## src/asac_pkg.sv

```systemverilog
// package: register map, field layout and reset values of the adc aux control block
package asac_pkg;
  localparam logic [7:0]  ADDR_TEMP_CTRL   = 8'h40;
  localparam logic [7:0]  ADDR_FIFO_FLUSH  = 8'h44;
  localparam logic [7:0]  ADDR_WAIT_CNT    = 8'h48;
  localparam logic [7:0]  ADDR_SEQ0_MUX    = 8'h4C;
  localparam int          TEMP_EN_BIT      = 0;
  localparam int          TEMP_CHSW_BIT    = 1;
  localparam int          TEMP_AVG_LSB     = 4;
  localparam int          TEMP_AVG_W       = 3;
  localparam int          FLUSH_N          = 4;
  localparam int          WAIT_CNT_LSB     = 0;
  localparam int          WAIT_INI_LSB     = 8;
  localparam int          WAIT_W           = 8;
  localparam int          MUX_W            = 3;
  localparam int          MUX_STRIDE       = 4;
  localparam int          MUX_N            = 8;
  localparam logic [31:0] RST_VALUE        = 32'h0000_0000;
  localparam logic [31:0] MASK_TEMP_CTRL   = 32'h0000_0073;
  localparam logic [31:0] MASK_WAIT_CNT    = 32'h0000_FFFF;
  localparam logic [31:0] MASK_SEQ0_MUX    = 32'h7777_7777;
  typedef enum logic [2:0] {
    ASAC_IDLE = 3'b001,
    ASAC_WAIT = 3'b010,
    ASAC_FIRE = 3'b100
  } asac_state_t;
endpackage

```

## src/asac_top.sv

```systemverilog
// top: register file and control outputs of the adc aux control block
////////////////////////////////////////////////////////////////////////////////
// Summary of operation
// - temp enable bit 0 powers up the temperature sensing module
// - channel switch bit 1 routes every adc input to the temperature sensor
// - writing one to flush bits 3:0 resets that sequencer fifo; self-clearing
// - after a conversion end seen outside a wait, wait the programmed cycles before next start; an end during a wait is ignored
// - eight-bit wait initial value in bits 15:8, read/write, resets to zero
// - sequencer 0 has eight three-bit input selects, spaced four bits apart
module asac_top
  import asac_pkg::*;
(
  input  wire logic                  ref_clk_i,
  input  wire logic                  srst_i,
  input  wire logic [7:0]            addr_i,
  input  wire logic [31:0]           wdata_i,
  input  wire logic                  wr_i,
  input  wire logic                  rd_i,
  output logic [31:0]                rdata_o,
  input  wire logic                  conv_end_i,
  output logic                       conv_start_o,
  output logic                       temp_module_enable_o,
  output logic                       temp_channel_switch_o,
  output logic [TEMP_AVG_W-1:0]      temp_averaging_setting_o,
  output logic [FLUSH_N-1:0]         seq_fifo_flush_o,
  output logic [MUX_N*MUX_W-1:0]     seq0_input_select_o
);
  logic [31:0]          temperature_sense_control;
  logic [31:0]          conversion_wait_counter;
  logic [31:0]          sequencer0_input_select;
  logic                 timer_waiting;
  logic [31:0]          next_rdata;

  ////////////////////////////////////////////////////////////////////////////////
  // address decode
  wire hit_temp  = (addr_i == ADDR_TEMP_CTRL);
  wire hit_flush = (addr_i == ADDR_FIFO_FLUSH);
  wire hit_wait  = (addr_i == ADDR_WAIT_CNT);
  wire hit_mux   = (addr_i == ADDR_SEQ0_MUX);
  wire wr_temp   = wr_i && hit_temp;
  wire wr_flush  = wr_i && hit_flush;
  wire wr_wait   = wr_i && hit_wait;
  wire wr_mux    = wr_i && hit_mux;

  // reserved bits are masked off on write so they always read zero
  wire [31:0] temp_wval = wdata_i & MASK_TEMP_CTRL;
  wire [31:0] wait_wval = wdata_i & MASK_WAIT_CNT;
  wire [31:0] mux_wval  = wdata_i & MASK_SEQ0_MUX;
  wire [FLUSH_N-1:0] flush_pulse = wr_flush ? wdata_i[FLUSH_N-1:0] : {FLUSH_N{1'b0}};

  // mux fields packed 3 bits each; bit 3 of every nibble is reserved
  wire [MUX_N*MUX_W-1:0] mux_fields;
  for (genvar g = 0; g < MUX_N; g++) begin : g_mux
    assign mux_fields[g*MUX_W +: MUX_W] = wdata_i[g*MUX_STRIDE +: MUX_W];
  end

  // flush bits read zero: they are strobes and clear themselves after one cycle
  always_comb begin
    next_rdata = RST_VALUE;
    if (hit_temp) begin
      next_rdata = temperature_sense_control;
    end else if (hit_wait) begin
      next_rdata = conversion_wait_counter;
    end else if (hit_mux) begin
      next_rdata = sequencer0_input_select;
    end
  end

  ////////////////////////////////////////////////////////////////////////////////
  // registers
  always_ff @(posedge ref_clk_i) begin
    if (srst_i) begin
      temperature_sense_control <= RST_VALUE;
      conversion_wait_counter   <= RST_VALUE;
      sequencer0_input_select   <= RST_VALUE;
      rdata_o                   <= RST_VALUE;
    end else begin
      if (wr_temp) begin
        temperature_sense_control <= temp_wval;
      end
      if (wr_wait) begin
        conversion_wait_counter <= wait_wval;
      end
      if (wr_mux) begin
        sequencer0_input_select <= mux_wval;
      end
      rdata_o <= rd_i ? next_rdata : RST_VALUE;
    end
  end

  ////////////////////////////////////////////////////////////////////////////////
  // control outputs, all registered
  always_ff @(posedge ref_clk_i) begin
    if (srst_i) begin
      temp_module_enable_o     <= 1'b0;
      temp_channel_switch_o    <= 1'b0;
      temp_averaging_setting_o <= '0;
      seq_fifo_flush_o         <= '0;
      seq0_input_select_o      <= '0;
    end else begin
      temp_module_enable_o     <= wr_temp ? temp_wval[TEMP_EN_BIT] : temp_module_enable_o;
      temp_channel_switch_o    <= wr_temp ? temp_wval[TEMP_CHSW_BIT] : temp_channel_switch_o;
      temp_averaging_setting_o <= wr_temp ? temp_wval[TEMP_AVG_LSB +: TEMP_AVG_W]
                                          : temp_averaging_setting_o;
      seq_fifo_flush_o         <= flush_pulse;
      seq0_input_select_o      <= wr_mux ? mux_fields : seq0_input_select_o;
    end
  end

  ////////////////////////////////////////////////////////////////////////////////
  // inter-conversion wait; the initial value field is held for software only
  asac_wait_timer #(
    .W (WAIT_W)
  ) u_timer (
    .ref_clk_i     (ref_clk_i),
    .srst_i        (srst_i),
    .conv_end_i    (conv_end_i),
    .wait_cycles_i (conversion_wait_counter[WAIT_CNT_LSB +: WAIT_W]),
    .conv_start_o  (conv_start_o),
    .waiting_o     (timer_waiting)
  );

  ////////////////////////////////////////////////////////////////////////////////
  // checks
  flush_pulse_a: assert property (@(posedge ref_clk_i) disable iff (srst_i)
    (wr_flush && wdata_i[0]) |=> seq_fifo_flush_o[0] ##1 (!seq_fifo_flush_o[0] || $past(wr_flush && wdata_i[0])))
    else $error("flush strobe not a single pulse");
  flush_zero_a: assert property (@(posedge ref_clk_i) disable iff (srst_i)
    !wr_flush |=> (seq_fifo_flush_o == 4'h0))
    else $error("flush asserted without a write");
  temp_en_a: assert property (@(posedge ref_clk_i) disable iff (srst_i)
    wr_temp |=> (temp_module_enable_o == $past(wdata_i[0])))
    else $error("temperature enable does not follow write");
  temp_sw_a: assert property (@(posedge ref_clk_i) disable iff (srst_i)
    wr_temp |=> (temp_channel_switch_o == $past(wdata_i[1])))
    else $error("channel switch does not follow write");
  temp_avg_a: assert property (@(posedge ref_clk_i) disable iff (srst_i)
    wr_temp |=> (temp_averaging_setting_o == $past(wdata_i[6:4])))
    else $error("averaging setting not stored");
  wait_init_a: assert property (@(posedge ref_clk_i) disable iff (srst_i)
    (wr_wait ##1 !wr_i ##1 (rd_i && hit_wait)) |=> (rdata_o[15:8] == $past(wdata_i[15:8], 3)))
    else $error("wait initial value readback wrong");
  mux_last_a: assert property (@(posedge ref_clk_i) disable iff (srst_i)
    wr_mux |=> (seq0_input_select_o[23:21] == $past(wdata_i[30:28])))
    else $error("eighth sample select wrong");
  resv_zero_a: assert property (@(posedge ref_clk_i) disable iff (srst_i)
    rd_i && hit_temp |=> (rdata_o[31:7] == 25'h0000000) && (rdata_o[3:2] == 2'h0))
    else $error("reserved bits read nonzero");
  cover_flush_c: cover property (@(posedge ref_clk_i) disable iff (srst_i) wr_flush && wdata_i[3]);
  cover_temp_c: cover property (@(posedge ref_clk_i) disable iff (srst_i) temp_module_enable_o && temp_channel_switch_o);
  cover_start_c: cover property (@(posedge ref_clk_i) disable iff (srst_i) conv_end_i ##[1:300] conv_start_o);
  cover_waiting_c: cover property (@(posedge ref_clk_i) disable iff (srst_i) timer_waiting ##1 conv_start_o);
endmodule

```

## src/asac_wait_timer.sv

```systemverilog
// inter-conversion wait timer: counts wait cycles after each conversion end that arrives outside a wait
module asac_wait_timer
  import asac_pkg::*;
#(
  parameter int W = WAIT_W
) (
  input  wire logic         ref_clk_i,
  input  wire logic         srst_i,
  input  wire logic         conv_end_i,
  input  wire logic [W-1:0] wait_cycles_i,
  output logic              conv_start_o,
  output logic              waiting_o
);
  asac_state_t   state;
  asac_state_t   next_state;
  logic [W-1:0]  cnt;
  logic [W-1:0]  next_cnt;

  always_comb begin
    next_state = state;
    next_cnt   = cnt;
    case (state)
      ASAC_IDLE: begin
        next_cnt = '0;
        if (conv_end_i) begin
          next_state = (wait_cycles_i == '0) ? ASAC_FIRE : ASAC_WAIT;
        end
      end
      ASAC_WAIT: begin
        next_cnt = cnt + 1'b1;
        // a wait of n cycles ends after the n-th counted cycle
        if (W'(cnt + 1'b1) == wait_cycles_i) begin
          next_state = ASAC_FIRE;
        end
      end
      ASAC_FIRE: begin
        next_cnt   = '0;
        next_state = conv_end_i ? ((wait_cycles_i == '0) ? ASAC_FIRE : ASAC_WAIT) : ASAC_IDLE;
      end
      default: begin
        next_state = ASAC_IDLE;
        next_cnt   = '0;
      end
    endcase
  end

  always_ff @(posedge ref_clk_i) begin
    if (srst_i) begin
      state        <= ASAC_IDLE;
      cnt          <= '0;
      conv_start_o <= 1'b0;
      waiting_o    <= 1'b0;
    end else begin
      state        <= next_state;
      cnt          <= next_cnt;
      conv_start_o <= (next_state == ASAC_FIRE);
      waiting_o    <= (next_state == ASAC_WAIT);
    end
  end

  // state samples fire one edge after the n-th counted cycle, hence four edges for a wait of three
  wait_start_a: assert property (@(posedge ref_clk_i) disable iff (srst_i)
    (state == ASAC_IDLE && conv_end_i && wait_cycles_i == 8'h03) |-> ##4 (state == ASAC_FIRE))
    else $error("start not issued after the wait count");
  wait_zero_a: assert property (@(posedge ref_clk_i) disable iff (srst_i)
    (state == ASAC_IDLE && conv_end_i && wait_cycles_i == 8'h00) |=> conv_start_o)
    else $error("zero wait did not start at once");
  wait_quiet_a: assert property (@(posedge ref_clk_i) disable iff (srst_i)
    (state == ASAC_WAIT && W'(cnt + 1'b1) != wait_cycles_i) |=> (state == ASAC_WAIT && !conv_start_o))
    else $error("start issued while still waiting");
  cover_wait_c: cover property (@(posedge ref_clk_i) disable iff (srst_i)
    (state == ASAC_WAIT) ##1 (state == ASAC_FIRE));
endmodule
```

## config.mk

```make
export PLATFORM = sky130hd
export DESIGN_NAME = asac_top
export DESIGN_NICKNAME = d
export VERILOG_FILES = /design/src/asac_pkg.sv /design/src/asac_top.sv /design/src/asac_wait_timer.sv
export SDC_FILE = /design/constraint.sdc
export NUM_CORES = 1
export LEC_CHECK = 0
export ABC_AREA = 1
export BUFFER_PORTS_ARGS = -buffer_cell sky130_fd_sc_hd__buf_2
export CORE_MARGIN = 1
export CORE_UTILIZATION = 54
export CTS_CLUSTER_DIAMETER = 50
export DETAILED_ROUTE_END_ITERATION = 6
export HOLD_SLACK_MARGIN = 0.12
export PLACE_DENSITY = 0.91
export SKIP_CTS_REPAIR_TIMING = 1
export SLEW_MARGIN = 20
export SYNTH_ARGS = -nofsm -noshare
export SYNTH_HDL_FRONTEND = slang
export SYNTH_SLANG_ARGS = --single-unit
export TNS_END_PERCENT = 1
```

## constraint.sdc

```tcl
create_clock -name ref_clk_i -period 2.92 [get_ports ref_clk_i]
set_clock_uncertainty 0.1 [all_clocks]
set_input_delay 0 -clock ref_clk_i [delete_from_list [all_inputs] [get_ports ref_clk_i]]
set_output_delay 0 -clock ref_clk_i [all_outputs]
set_load 0.02 [all_outputs]
```

==> results.tsv <==
stage	metric	value	unit
sta	Worst slew margin	0.598	
yosys	count leader, synth	dfxtp_1	
sta	Finish-stage setup viols	0	
sta	crit path time final	2.74	ns
clocking	Clock Latency Late Sink	0.37	ns
die	core footprint	5990	sq um
sta	Hold Worst Slack	0.0944	ns
setup_path	crit path DAT	2.94	ns
route	total number of vias	3530	
worst_hold_path	Hold Path Class	primary input to register	
global_route	vias in the first global route	3046	
pwr	LEAKAGE	1.98	nW
placed_design	DP HPWL	5730	um
finish	Nets	613	
finish	layout filler cell count	424	
setup_path	WS Path Type	primary input to register	
route	routed length on met1	3670	um
status	outcome	finished, final reports clean	
clocking	CTS max path bufs	2	
global_route	largest net degree at the start of global routing	43	
finish	area taken by multi-input logic gates	1280	sq um
finish	layout cell share with drive strength beyond 1	0.227	
route	DR vias/cell	5.46	
route	Iteration-0 DRC Markers	289	
clocking	CTS tree	done	
sta	total negative slack	0	ns
sta	Max Clock Freq	0.364	GHz
die	starting density of the core	0.567	
finish	register area	1780	sq um
yosys	Synth top cells by count	89 x dfxtp_1, 59 x inv_1, 58 x nand2_1	
setup_path	CP startpoint	addr_i[0]	
die	die width	81.3	um
global_route	first-pass GRT wire length	13200	um
setup_path	Critical Path Sink Type	register	
die	die area	6610	sq um
pwr	peak supply drop	0.315	mV
yosys	register area share after synthesis	0.525	
yosys	post-synthesis async set-or-reset flop share	0	
placed_design	RePlAce Congestion	0.891	
sta	RSZ-0062 raised after global routing	false	
clocking	clock-pin slew on the worst setup and hold paths	0.09	ns
finish	Finished Layout Cells	647	
route	DR WL/cell	14.8	um
yosys	share of the synthesized area in the top cell type	0.525	
route	WL final	9550	um
placed_design	dpl cell area	3910	sq um
setup_path	CP Max Fanout	8	
yosys	mapped cell area	3390	sq um
setup_path	reg2reg start	u_timer.cnt[0]	
die	IO Count	111	
finish	area grow syn2layout	32.8	%
finish	fin area	4510	sq um
clocking	CTS buffer count	9	
setup_path	startpoint types	primary input	
sta	worst-margin pin slew	0.599	ns
sta	Final Cycle Share	0.940	
sta	Pins Over Slew Limit	0	
sta	Hold Vio Cnt, Final	0	
yosys	Main synth FF type	dfxtp_1	
route	Pre-Repair DR Iteration Count	5	
yosys	synthesized area per cell	7.97	sq um
die	Core Rows	28	
yosys	largest cells by area after synthesis	dfxtp_1 52%, a21oi_1 7.7%, inv_1 6.5%	
clocking	Clk Tree Root Cell	clkbuf_8	
route	met3 wire len	592	um
route	met2 WL	5000	um
finish	post-layout util	0.753	
placed_design	Setup WS pre-CTS	1.10	ns
pwr	Overall Power	2.14	mW
clocking	H-tree depth	3	
yosys	Yosys top cell by area	dfxtp_1	
finish	ant diodes	0	
placed_design	port bufs	102	
route	highest routed metal layer	met4	
yosys	cell count after synthesis	426	
clocking	Clock Sinks	89	
setup_path	CP required	3.11	ns
yosys	Post-synth EDFFs	0	
global_route	initial antenna violation count	0	
worst_hold_path	HP Start	addr_i[1]	
route	Residual DRC	0	
die	die height	81.3	um
yosys	Yosys cell types	34	
route	ANT nets after route	0	
global_route	total track usage	0.262	
yosys	Yosys warning total	0	
placed_design	placed insts	589	
sta	Final WS setup	0.176	ns
pwr	Power Density	475	nW/um^2
yosys	register bit total from synthesis	89	
global_route	grt ovf	0	
job	Max Cap Violations	0	
-- routing by layer --
| layer | up-vias | GRT usage |
|---|---|---|
| li1 | 1670 | - |
| met1 | 1642 | 0.297 |
| met2 | 187 | 0.468 |
| met3 | 31 | 0.0438 |
| met4 | 0 | 0.138 |
| met5 | - | 0 |
-- cell type report --
type / instances / share of cell area
Clock buffer: 13 / 0.0330
Tap cell: 75 / 0.0208
Sequential cell: 89 / 0.395
Inverter: 60 / 0.0500
Multi-Input combinational cell: 260 / 0.284
Clock inverter: 3 / 0.00555
Timing Repair Buffer: 147 / 0.211
-- layout by cell type (no fill, tap or decap), drive strengths merged, types with 4 or more instances in the layout --
cell,instances
a21oi,52
a31oi,4
buf,105
clkbuf,13
conb,4
dfxtp,89
dlygate4sd3,42
inv,60
nand2,60
nand3,31
nand4,4
nor2,43
o21ai,41
o22ai,7
-- state kept, by name, indices dropped and copies added (netlist names) --
name / cells
conversion_wait_counter: 16
rdata_o: 28
seq0_input_select_o: 24
seq_fifo_flush_o: 4
temp_averaging_setting_o: 3
temperature_sense_control: 2
u_timer.cnt: 8
u_timer.conv_start_o: 1
u_timer.state: 3
-- kinds of logic after synthesis --
| family | after synthesis | share of synthesized area |
|---|---|---|
| AO/OA/AOI/OAI | 106 | 0.165 |
| XOR/XNOR | 2 | 0.00516 |
| adder cells (fa/ha/maj) | 1 | 0.00369 |
| buffers and inverters | 80 | 0.101 |
| flip-flops | 89 | 0.525 |
| other | 1 | 0.00110 |
| AND/OR/NAND/NOR | 147 | 0.199 |
-- worst max-delay path: stages --
cell and delay (ns):
dlygate4sd3_1 0.54, buf_2 0.12, or2_4 0.23, dlygate4sd3_1 0.64, nor4_4 0.55, nand3_1 0.12
dlygate4sd3_1 0.59, a21oi_1 0.15
-- final timing paths --
path | endpoint | slack (ns) | cells past startpoint
max reg2reg | u_timer.conv_start_o | 0.98 | 9
min | seq_fifo_flush_o[1] | 0.09 | 4
max | conversion_wait_counter[1] | 0.18 | 8
min reg2reg | rdata_o[15] | 0.34 | 2
-- power by group --
part	internal, mW	total (mW)	switching (mW)
Sequential	1.22	1.22	0.00290
Clock	0.339	0.780	0.441
Combinational	0.0699	0.142	0.0721
Power figures use the tool's default switching activity.
